`config.mk`:
```
export PLATFORM = sky130hd
export DESIGN_NAME = vlt_line_timing
export DESIGN_NICKNAME = d
export VERILOG_FILES = /design/src/core/vlt_pkg.sv /design/src/core/vlt_line_timing.sv
export SDC_FILE = /design/constraint.sdc
export NUM_CORES = 1
export LEC_CHECK = 0
export BUFFER_PORTS_ARGS = -buffer_cell sky130_fd_sc_hd__buf_2
export CELL_PAD_IN_SITES_DETAIL_PLACEMENT = 1
export CELL_PAD_IN_SITES_GLOBAL_PLACEMENT = 2
export CORE_MARGIN = 1.5
export CORE_UTILIZATION = 44
export CTS_CLUSTER_DIAMETER = 100
export CTS_CLUSTER_SIZE = 8
export DETAILED_ROUTE_END_ITERATION = 10
export GPL_ROUTABILITY_DRIVEN = 0
export PLACE_DENSITY_LB_ADDON = 0.25
export SYNTH_ARGS = -nofsm -noshare
export SYNTH_HDL_FRONTEND = slang
export SYNTH_SLANG_ARGS = --single-unit
```
`constraint.sdc`:
```
create_clock -name clk -period 5.4 [get_ports clk]
set_input_delay 0.27 -clock clk [delete_from_list [all_inputs] [get_ports clk]]
set_output_delay 0.27 -clock clk [all_outputs]
set_load 0.1 [all_outputs]
```
`src/core/vlt_pkg.sv`:
```
// Constants, register map and carrier types of the VBI line timing block
package vlt_pkg;

  // Register subaddresses
  localparam logic [7:0] ADDR_CAPTION_TELETEXT_CONTROL = 8'h6F;
  localparam logic [7:0] ADDR_REF_PULSE_WINDOW_A = 8'h70;
  localparam logic [7:0] ADDR_REF_PULSE_WINDOW_B = 8'h71;
  localparam logic [7:0] ADDR_REF_PULSE_WINDOW_C = 8'h72;
  localparam logic [7:0] ADDR_TELETEXT_REQUEST_START = 8'h73;
  localparam logic [7:0] ADDR_TELETEXT_DATA_DELAY = 8'h74;
  localparam logic [7:0] ADDR_VSYNC_SHIFT = 8'h75;
  localparam logic [7:0] ADDR_TELETEXT_ODD_LINES_A = 8'h76;
  localparam logic [7:0] ADDR_TELETEXT_ODD_LINES_B = 8'h77;
  localparam logic [7:0] ADDR_TELETEXT_EVEN_LINES_A = 8'h78;
  localparam logic [7:0] ADDR_TELETEXT_EVEN_LINES_B = 8'h79;
  localparam logic [7:0] ADDR_ACTIVE_LINE_FIRST = 8'h7A;
  localparam logic [7:0] ADDR_ACTIVE_LINE_LAST = 8'h7B;
  localparam logic [7:0] ADDR_LINE_HIGH_BITS_AND_TELETEXT_STD = 8'h7C;
  localparam int REG_COUNT = 14;
  localparam logic [7:0] REG_RESET = 8'h00;

  // Field positions in caption_teletext_control
  localparam int CAPTION_ENABLE_HI = 7;
  localparam int CAPTION_ENABLE_LO = 6;
  localparam int TELETEXT_INSERT_ENABLE_BIT = 5;
  localparam int CAPTION_LINE_SELECT_HI = 4;
  // Field positions in ref_pulse_window_c
  localparam int REF_PULSE_END_HI = 6;
  localparam int REF_PULSE_END_LO = 4;
  localparam int REF_PULSE_START_HI = 2;
  // Field positions in line_high_bits_and_teletext_std
  localparam int ODD_FIRST_HI_BIT = 0;
  localparam int ODD_LAST_HI_BIT = 1;
  localparam int EVEN_FIRST_HI_BIT = 2;
  localparam int EVEN_LAST_HI_BIT = 3;
  localparam int FIRST_ACTIVE_HI_BIT = 4;
  localparam int TELETEXT_STANDARD_SEL_BIT = 5;
  localparam int LAST_ACTIVE_HI_BIT = 6;

  // Line geometry, in pixel clocks and lines
  localparam logic [10:0] PIX_LAST_60 = 11'h06B3;
  localparam logic [10:0] PIX_LAST_50 = 11'h06BF;
  localparam logic [8:0] LINES_LONG_60 = 9'h0107;
  localparam logic [8:0] LINES_SHORT_60 = 9'h0106;
  localparam logic [8:0] LINES_LONG_50 = 9'h0139;
  localparam logic [8:0] LINES_SHORT_50 = 9'h0138;
  localparam logic [8:0] OFFSET_FIRST_M = 9'h0004;
  localparam logic [8:0] OFFSET_FIRST_OTHER = 9'h0001;
  localparam logic [8:0] OFFSET_LAST_M = 9'h0003;
  localparam logic [8:0] OFFSET_LAST_OTHER = 9'h0000;
  // Forced standard blanking window, counted from field sync as line 0
  localparam logic [8:0] STD_FIRST_ACTIVE_60 = 9'h0014;
  localparam logic [8:0] STD_LAST_ACTIVE_60 = 9'h0105;
  localparam logic [8:0] STD_FIRST_ACTIVE_50 = 9'h0017;
  localparam logic [8:0] STD_LAST_ACTIVE_50 = 9'h0136;
  localparam logic [8:0] VSYNC_LINES = 9'h0003;

  // Teletext request and sampling
  localparam logic [8:0] TTX_REQ_CLKS = 9'h0010;
  localparam logic [8:0] TTX_MIN_DELAY = 9'h0002;
  localparam int TTX_BUF_DEPTH = 2;
  localparam int TTX_WORD_W = 1;

  // Field length codes
  localparam logic [1:0] FLC_INTERLACED = 2'h0;
  localparam logic [1:0] FLC_SHORT = 2'h1;
  // Teletext standard reported to the inserter
  localparam logic [1:0] TTX_STD_EUROPEAN = 2'h0;
  localparam logic [1:0] TTX_STD_NABTS = 2'h1;
  localparam logic [1:0] TTX_STD_WORLD60 = 2'h2;

  typedef struct packed {
    logic en;
    logic [7:0] addr;
    logic [7:0] data;
  } vlt_regwr_t;

  typedef struct packed {
    logic fieldRateSelect;
    logic [1:0] fieldLengthCtrl;
    logic standardBlankingForce;
    logic compositeBlankSelect;
    logic syncPinAOutEn;
    logic syncPinBOutEn;
  } vlt_pincfg_t;

  typedef struct packed {
    logic [REG_COUNT-1:0][7:0] regs;
    logic [7:0] rdData;
    logic [10:0] pix;
    logic [8:0] line;
    logic evenField;
    logic hrefOn;
    logic vsyncOn;
    logic activeLine;
    logic captionLine;
    logic reqBusy;
    logic [8:0] reqCnt;
    logic teletextRequest;
    logic [2:0] pinSync;
    logic ttxStable;
    logic [TTX_BUF_DEPTH-1:0][TTX_WORD_W-1:0] bitQ;
    logic [1:0] bufCnt;
  } vlt_state_t;

endpackage

```
`src/core/vlt_line_timing.sv`:
```
// VBI line timing: field/line counters, reference pulses, caption and teletext scheduling
//
// How it works
// RQ1: Code 00 gives interlaced 312.5/262.5 line fields
// RQ2: Code 01 312/262, codes 1x 313/263 lines
// RQ3: Teletext insertion off until enable bit set
// RQ4: Caption line is select plus 4 or 1
// RQ5: Caption enable picks none, odd, even, both
// RQ6: Reference pulse begins at programmed start count
// RQ7: Start 11AH/0FDH aligns with first active pixel
// RQ8: Reference pulse ends at programmed end count
// RQ9: Teletext request starts at programmed horizontal position
// RQ10: Teletext data sampled delay clocks after request
// RQ11: Vertical sync shifted against horizontal by shift
// RQ12: Odd teletext first line is value plus 4/1
// RQ13: Odd teletext last line is value plus 3/0
// RQ14: Even teletext first line is value plus 4/1
// RQ15: Even teletext last line is value plus 3/0
// RQ16: First active line is value plus 4/1
// RQ17: Last active line is value plus 3/0
// RQ18: Standard bit picks NABTS or world 60 Hz at 60 Hz; 50 Hz is always European
// RQ19: Blanking from active lines or forced standard
// RQ20: Pin B carries reference pulse, optionally blanking-gated
// RQ21: Line mask only narrows enabled teletext lines
// RQ22: Field-rate bit selects 60 Hz numbering and limits
// RQ23: Pixel counter restarts each line, compared every clock
module vlt_line_timing (
  // Clock and reset
  input wire logic clk,
  input wire logic rst_n,
  // Subaddressed register access
  input wire vlt_pkg::vlt_regwr_t regWr,
  input wire logic [7:0] regRdAddr,
  output logic [7:0] regRdData,
  // Pin-level configuration bits held outside this block
  input wire vlt_pkg::vlt_pincfg_t pinCfg,
  input wire logic [1:0] syncPinAType,
  // Sync pins, three signals each
  input wire logic syncPinAIn,
  output logic syncPinAOut,
  output logic syncPinAOe,
  input wire logic syncPinBIn,
  output logic syncPinBOut,
  output logic syncPinBOe,
  // Teletext source link
  output logic teletextRequestOut,
  input wire logic teletextDataIn,
  input wire logic [1:0] teletextLineMaskOff,
  // Teletext bit stream toward the inserter
  output logic ttxBitValid,
  input wire logic ttxBitReady,
  output logic [vlt_pkg::TTX_WORD_W-1:0] ttxBitData,
  output logic ttxBufReady,
  output logic [1:0] teletextStandard,
  output logic teletextInsertOn,
  // Video timing toward the encoder
  output logic activeLine,
  output logic captionLine,
  output logic evenField,
  output logic [8:0] lineCount,
  output logic [10:0] pixelCount
);

  vlt_pkg::vlt_state_t state_r;
  vlt_pkg::vlt_state_t state_nxt;

  function automatic logic [7:0] regAt(input vlt_pkg::vlt_state_t s, input logic [7:0] addr);
    regAt = s.regs[addr - vlt_pkg::ADDR_CAPTION_TELETEXT_CONTROL];
  endfunction

  // Start-of-window line from a programmed value
  function automatic logic [8:0] firstLine(input logic [8:0] v, input logic m);
    firstLine = v + (m ? vlt_pkg::OFFSET_FIRST_M : vlt_pkg::OFFSET_FIRST_OTHER);
  endfunction

  // End-of-window line from a programmed value
  function automatic logic [8:0] lastLine(input logic [8:0] v, input logic m);
    lastLine = v + (m ? vlt_pkg::OFFSET_LAST_M : vlt_pkg::OFFSET_LAST_OTHER);
  endfunction

  function automatic logic inWindow(input logic [8:0] l, input logic [8:0] f,
                                    input logic [8:0] e);
    inWindow = (l >= f) && (l <= e);
  endfunction

  // Decoded register fields
  logic mSys;
  logic [7:0] ctrlReg;
  logic [7:0] hiReg;
  logic [7:0] winC;
  logic [10:0] refStart;
  logic [10:0] refEnd;
  logic [10:0] reqStart;
  logic [10:0] vsShift;
  logic [8:0] reqDelay;
  logic [8:0] sampleEnd;
  logic [8:0] oddFirst;
  logic [8:0] oddLast;
  logic [8:0] evenFirst;
  logic [8:0] evenLast;
  logic [8:0] actFirst;
  logic [8:0] actLast;
  logic [8:0] captionAt;
  logic [10:0] pixLast;
  logic [8:0] fieldLines;
  logic ttxLineOn;
  logic captionFieldOn;
  logic lineEnd;
  logic sampleNow;
  logic popNow;
  logic pushNow;

  always_comb begin
    ctrlReg = regAt(state_r, vlt_pkg::ADDR_CAPTION_TELETEXT_CONTROL);
    hiReg = regAt(state_r, vlt_pkg::ADDR_LINE_HIGH_BITS_AND_TELETEXT_STD);
    winC = regAt(state_r, vlt_pkg::ADDR_REF_PULSE_WINDOW_C);
    mSys = pinCfg.fieldRateSelect; // RQ22
    refStart = {winC[vlt_pkg::REF_PULSE_START_HI:0],
                regAt(state_r, vlt_pkg::ADDR_REF_PULSE_WINDOW_A)};
    refEnd = {winC[vlt_pkg::REF_PULSE_END_HI:vlt_pkg::REF_PULSE_END_LO],
              regAt(state_r, vlt_pkg::ADDR_REF_PULSE_WINDOW_B)};
    reqStart = {3'h0, regAt(state_r, vlt_pkg::ADDR_TELETEXT_REQUEST_START)};
    vsShift = {3'h0, regAt(state_r, vlt_pkg::ADDR_VSYNC_SHIFT)};
    reqDelay = {1'b0, regAt(state_r, vlt_pkg::ADDR_TELETEXT_DATA_DELAY)};
    // A delay below the minimum would sample before the source can answer
    if (reqDelay < vlt_pkg::TTX_MIN_DELAY) begin
      reqDelay = vlt_pkg::TTX_MIN_DELAY; // RQ10
    end
    sampleEnd = reqDelay + vlt_pkg::TTX_REQ_CLKS;
    oddFirst = firstLine({hiReg[vlt_pkg::ODD_FIRST_HI_BIT],
                          regAt(state_r, vlt_pkg::ADDR_TELETEXT_ODD_LINES_A)}, mSys); // RQ12
    oddLast = lastLine({hiReg[vlt_pkg::ODD_LAST_HI_BIT],
                        regAt(state_r, vlt_pkg::ADDR_TELETEXT_ODD_LINES_B)}, mSys); // RQ13
    evenFirst = firstLine({hiReg[vlt_pkg::EVEN_FIRST_HI_BIT],
                           regAt(state_r, vlt_pkg::ADDR_TELETEXT_EVEN_LINES_A)}, mSys); // RQ14
    evenLast = lastLine({hiReg[vlt_pkg::EVEN_LAST_HI_BIT],
                         regAt(state_r, vlt_pkg::ADDR_TELETEXT_EVEN_LINES_B)}, mSys); // RQ15
    if (pinCfg.standardBlankingForce) begin
      actFirst = mSys ? vlt_pkg::STD_FIRST_ACTIVE_60 : vlt_pkg::STD_FIRST_ACTIVE_50; // RQ19
      actLast = mSys ? vlt_pkg::STD_LAST_ACTIVE_60 : vlt_pkg::STD_LAST_ACTIVE_50; // RQ19
    end else begin
      actFirst = firstLine({hiReg[vlt_pkg::FIRST_ACTIVE_HI_BIT],
                            regAt(state_r, vlt_pkg::ADDR_ACTIVE_LINE_FIRST)}, mSys); // RQ16
      actLast = lastLine({hiReg[vlt_pkg::LAST_ACTIVE_HI_BIT],
                          regAt(state_r, vlt_pkg::ADDR_ACTIVE_LINE_LAST)}, mSys); // RQ17
    end
    captionAt = firstLine({4'h0, ctrlReg[vlt_pkg::CAPTION_LINE_SELECT_HI:0]}, mSys); // RQ4
    pixLast = mSys ? vlt_pkg::PIX_LAST_60 : vlt_pkg::PIX_LAST_50;
    // Interlace makes the odd field the long one and the even field the short one
    unique case (pinCfg.fieldLengthCtrl)
      vlt_pkg::FLC_INTERLACED: begin
        if (mSys) begin
          fieldLines = state_r.evenField ? vlt_pkg::LINES_SHORT_60 : vlt_pkg::LINES_LONG_60; // RQ1
        end else begin
          fieldLines = state_r.evenField ? vlt_pkg::LINES_SHORT_50 : vlt_pkg::LINES_LONG_50; // RQ1
        end
      end
      vlt_pkg::FLC_SHORT: begin
        fieldLines = mSys ? vlt_pkg::LINES_SHORT_60 : vlt_pkg::LINES_SHORT_50; // RQ2
      end
      default: begin
        fieldLines = mSys ? vlt_pkg::LINES_LONG_60 : vlt_pkg::LINES_LONG_50; // RQ2
      end
    endcase
    // The mask can only take lines away from the odd/even windows
    ttxLineOn = (state_r.evenField ? inWindow(state_r.line, evenFirst, evenLast)
                                   : inWindow(state_r.line, oddFirst, oddLast))
                && !teletextLineMaskOff[state_r.evenField]; // RQ21
    unique case (ctrlReg[vlt_pkg::CAPTION_ENABLE_HI:vlt_pkg::CAPTION_ENABLE_LO])
      2'h0: captionFieldOn = 1'b0; // RQ5
      2'h1: captionFieldOn = !state_r.evenField; // RQ5
      2'h2: captionFieldOn = state_r.evenField; // RQ5
      2'h3: captionFieldOn = 1'b1; // RQ5
    endcase
    lineEnd = state_r.pix == pixLast; // RQ23
    sampleNow = state_r.reqBusy && (state_r.reqCnt >= reqDelay)
                && (state_r.reqCnt < sampleEnd); // RQ10
    popNow = (state_r.bufCnt != 2'h0) && ttxBitReady;
    pushNow = sampleNow && ((state_r.bufCnt != 2'h2) || popNow);
  end

  always_comb begin
    state_nxt = state_r;
    // Register file
    state_nxt.rdData = 8'h00;
    if ((regRdAddr >= vlt_pkg::ADDR_CAPTION_TELETEXT_CONTROL)
        && (regRdAddr <= vlt_pkg::ADDR_LINE_HIGH_BITS_AND_TELETEXT_STD)) begin
      state_nxt.rdData = regAt(state_r, regRdAddr);
    end
    if (regWr.en && (regWr.addr >= vlt_pkg::ADDR_CAPTION_TELETEXT_CONTROL)
        && (regWr.addr <= vlt_pkg::ADDR_LINE_HIGH_BITS_AND_TELETEXT_STD)) begin
      state_nxt.regs[regWr.addr - vlt_pkg::ADDR_CAPTION_TELETEXT_CONTROL] = regWr.data;
    end
    // Pixel and line counters
    if (lineEnd) begin
      state_nxt.pix = 11'h0000; // RQ23
      if (state_r.line >= fieldLines - 9'h0001) begin
        state_nxt.line = 9'h0000;
        state_nxt.evenField = (pinCfg.fieldLengthCtrl == vlt_pkg::FLC_INTERLACED)
                              ? !state_r.evenField : 1'b0; // RQ1
      end else begin
        state_nxt.line = state_r.line + 9'h0001;
      end
    end else begin
      state_nxt.pix = state_r.pix + 11'h0001; // RQ23
    end
    // Horizontal reference pulse on pin B
    if (state_r.pix == refStart) begin
      state_nxt.hrefOn = 1'b1; // RQ6
    end else if (state_r.pix == refEnd) begin
      state_nxt.hrefOn = 1'b0; // RQ8
    end
    // Vertical sync on pin A, displaced from the line start by the shift
    if (state_r.pix == vsShift) begin
      if (state_r.line == 9'h0000) begin
        state_nxt.vsyncOn = 1'b1; // RQ11
      end else if (state_r.line == vlt_pkg::VSYNC_LINES) begin
        state_nxt.vsyncOn = 1'b0; // RQ11
      end
    end
    state_nxt.activeLine = inWindow(state_r.line, actFirst, actLast); // RQ19
    state_nxt.captionLine = captionFieldOn && (state_r.line == captionAt); // RQ4
    // Teletext request and sampling window
    if (state_r.reqBusy) begin
      state_nxt.reqCnt = state_r.reqCnt + 9'h0001;
      if (state_r.reqCnt == sampleEnd) begin
        state_nxt.reqBusy = 1'b0;
      end
    end else if (ctrlReg[vlt_pkg::TELETEXT_INSERT_ENABLE_BIT] && ttxLineOn
                 && (state_r.pix == reqStart)) begin
      state_nxt.reqBusy = 1'b1; // RQ9
      state_nxt.reqCnt = 9'h0000; // RQ3
    end
    state_nxt.teletextRequest = state_nxt.reqBusy
                                && (state_nxt.reqCnt < vlt_pkg::TTX_REQ_CLKS); // RQ9
    // Pin input: third stage must confirm the second before the value is used
    state_nxt.pinSync = {state_r.pinSync[1:0], teletextDataIn};
    if (state_r.pinSync[1] == state_r.pinSync[2]) begin
      state_nxt.ttxStable = state_r.pinSync[2];
    end
    // Two-entry buffer; a bit sampled while it is full and not being read is dropped
    if (popNow) begin
      state_nxt.bitQ[0] = state_r.bitQ[1];
    end
    if (pushNow) begin
      state_nxt.bitQ[state_r.bufCnt - {1'b0, popNow}] = state_r.ttxStable; // RQ10
    end
    state_nxt.bufCnt = state_r.bufCnt + {1'b0, pushNow} - {1'b0, popNow};
  end

  always_ff @(posedge clk or negedge rst_n) begin
    if (!rst_n) begin
      state_r <= '0;
    end else begin
      state_r <= state_nxt;
    end
  end

  // Outputs
  always_comb begin
    regRdData = state_r.rdData;
    syncPinAOe = pinCfg.syncPinAOutEn;
    syncPinAOut = state_r.vsyncOn;
    syncPinBOe = pinCfg.syncPinBOutEn;
    syncPinBOut = state_r.hrefOn
                  && (!pinCfg.compositeBlankSelect || state_r.activeLine); // RQ20
    teletextRequestOut = state_r.teletextRequest;
    ttxBitValid = state_r.bufCnt != 2'h0;
    ttxBitData = state_r.bitQ[0];
    ttxBufReady = state_r.bufCnt != 2'h2;
    teletextInsertOn = ctrlReg[vlt_pkg::TELETEXT_INSERT_ENABLE_BIT]; // RQ3
    if (!mSys) begin
      teletextStandard = vlt_pkg::TTX_STD_EUROPEAN; // RQ18
    end else if (hiReg[vlt_pkg::TELETEXT_STANDARD_SEL_BIT]) begin
      teletextStandard = vlt_pkg::TTX_STD_WORLD60; // RQ18
    end else begin
      teletextStandard = vlt_pkg::TTX_STD_NABTS; // RQ18
    end
    activeLine = state_r.activeLine;
    captionLine = state_r.captionLine;
    evenField = state_r.evenField;
    lineCount = state_r.line;
    pixelCount = state_r.pix;
  end

endmodule

```
==> reports/results.tsv <==
metric	value	unit
status	finished with violations	
failing checks	negative hold slack	
global route total overflow	0	
Fill cells	2742	
largest net degree at the start of global routing	106	
DRT Pass-1 Iters	5	
Hold WS	-0.02470	ns
Die Area	26590	sq um
Reg clk slew, reported paths	0.07	ns
Critical R2R Launch	state_r[116]$_DFFE_PN0P_	
post-synth net total	1204	
Fin Setup TNS	0	ns
H-tree depth	4	
average wire per standard cell	22.81	um
CTS sink count	164	
clock buffer depth	2	
utilization after layout	0.4897	
Leakage	5.595	nW
Setup Skew	0.008615	ns
synth top area cells	dfrtp_1 (36%), ha_1 (12%), mux2_2 (11%)	
layout cells sized above 1	0.2393	
DRC	0	
DP HPWL	24.03	mm
Routed Antenna Nets	0	
critical path type	input port to flop	
CP Max Fanout	21	
Final WS setup	1.403	ns
fin nets	1240	
Clock Latency Late Sink	0.43	ns
placed cells	1400	
most common cell in the synthesized netlist	dfrtp_1	
clock root buffer	clkbuf_16	
main flop type after synthesis	dfrtp_1	
total wire length	32.72	mm
PortBufs	75	
first-pass GRT wire length	51.45	mm
CTS Buf Count	17	
Pwr Density	273.2	nW/um^2
GRT Util Overall	0.2605	
Final Hold Viols	16	
peak supply drop	0.2992	mV
max-slew violation count	0	
fin crit share	0.7402	
Post-synth EDFFs	0	
post-CTS setup buffer count	0	
R2R setup slack	1.50	ns
DR vias	8375	
Setup crit end kind	flop	
Synth-to-Final Area Change	9.391	%
dpl ws	0.9183	ns
crit start category	input port	
Tmin final	3.997	ns
Synth area leader	dfrtp_1	
Peak Freq	250.2	MHz
unrepaired setup endpoints after global routing	no	
DIE WIDTH	163.1	um
Die H	163.1	um
DRT iter0 DRCs	453	
#FFs+latches synth	164	
Crit Reg-Reg Endpoint	state_r[12]$_DFFE_PN0P_	
top cells by count, synth	dfrtp_1 (164), mux2_2 (106), ha_1 (105)	
library cells used by synthesis	64	
worst r2r path cells	13	
CTS resizes	0	
Max Cap Viol	0	
post-synth top area share	0.3641	
CTS tree	done	
Relative slew margins	0.3350	
Layout Cells excl Fill	1434	
Async SR Flop Fraction	1.000	
CP arrival	4.27	ns
sequential element share of the synthesized area	0.3641	
Mapped Area	11270	sq um
setup violators final	0	
Syn Area/Cell	10.69	sq um
area post-placement	11770	sq um
critical path data required time	5.68	ns
Via density	5.840	
Hold WC Path Type	input port to async pin	
antenna violations before repair	0	
Initial Utilization	0.4476	
CORE AREA	25180	sq um
synth warn	0	
Cells after Synth	1054	
Overall Power	3.369	mW
io pins	84	
row cnt	58	
Worst-Margin Slew	0.9975	ns
final instance area	12330	sq um
vias in the first global route	8715	
[cells by family after synthesis]
group	synth area share
AO/OA/AOI/OAI	0.08370
XOR/XNOR	0.08236
adder cells (fa/ha/maj)	0.1228
buffers and inverters	0.04873
flip-flops	0.3641
multiplexers	0.1708
AND/OR/NAND/NOR	0.1275
[registers in the layout, indices dropped and copies added, names as in the netlist]
name / cells
state_r: 80
pixelCount: 11
refStart: 8
hiReg: 8
refEnd: 8
captionLine: 1
reqStart: 8
evenField: 1
lineCount: 9
ttxBitData: 1
regRdData: 8
winC: 8
syncPinAOut: 1
state_nxt: 2
teletextRequestOut: 1
ctrlReg: 8
activeLine: 1
[report_power, final]
part	internal, mW	switching (mW)	leakage [nW]
Combinational	0.310	0.466	3.16
Sequential	1.32	0.112	2.18
Clock	0.620	0.541	0.260
[cells in the final DEF, fill, tap and decap left out, drive strengths merged, types with 3 or more instances in the layout]
| cell | n |
|---|---|
| clkinvlp | 4 |
| a21oi | 28 |
| mux2i | 9 |
| or3 | 6 |
| o22ai | 5 |
| clkinv | 4 |
| clkbuf | 20 |
| a31oi | 8 |
| ha | 105 |
| xnor2 | 72 |
| and4 | 4 |
| fa | 3 |
| buf | 90 |
| a2111oi | 3 |
| inv | 38 |
| nand3 | 35 |
| o31ai | 3 |
| nand2 | 65 |
| nor2 | 50 |
| o21a | 10 |
| a211oi | 23 |
| o2111ai | 3 |
| mux2 | 115 |
| nand2b | 14 |
| o211ai | 4 |
| mux4 | 24 |
| or2 | 8 |
| dfrtp | 164 |
| nor3b | 4 |
| nor3 | 22 |
| and3b | 3 |
| nand4 | 21 |
| nor2b | 16 |
| nor4 | 10 |
| xor2 | 34 |
| and3 | 7 |
| o21ai | 26 |
| and2 | 4 |
| a21o | 16 |
[worst max path at each step]
stage / startpoint / end / depth (start not counted)
after floorplan: activeLine$_DFF_PN0_ / syncPinBOut / 2
after CTS: pinCfg[6] / state_r[12]$_DFFE_PN0P_ / 15
final: pinCfg[6] / state_r[12]$_DFFE_PN0P_ / 14
after global routing: pinCfg[6] / state_r[12]$_DFFE_PN0P_ / 15
after detailed placement: pinCfg[6] / state_r[12]$_DFFE_PN0P_ / 15
after global placement: pinCfg[6] / state_r[12]$_DFFE_PN0P_ / 15
[cell type report]
class	instances	area, sq um	share of cell area
well taps	330	412.9	0.03349
multi-input cells	782	6626	0.5374
clock buffers	20	456.7	0.03704
inverters	34	127.6	0.01035
clock inverters	12	96.34	0.007813
flip-flops and latches	164	4104	0.3328
repair buffers	91	504.2	0.04089
diodes	1	2.502	0.0002029
[timing repair]
item | in CTS | in global routing
hold endpoints to repair | 1 | 0
hold buffers | 1 | 0
setup endpoints to repair | 0 | 0
[critical path: stages]
cell       delay, ns
buf_2           0.50
inv_1           0.48
ha_1            0.36
ha_1            0.21
a21o_1          0.20
nand2_1         0.09
xor2_1          0.07
ha_1            0.31
o2111ai_1       0.13
o221a_2         0.30
nor3_1          0.20
nand4_1         0.12
nor4b_1         0.80
o22ai_1         0.21
[per-layer routing]
layer	vias up	GRT usage	wire length (um)
met5	-	0	0
met4	0	0.05213	294
met3	20	0.04063	1817
met2	213	0.4170	15030
met1	4288	0.3741	15580
li1	3854	-	-
Note: power is estimated with default switching activity, not from simulation.
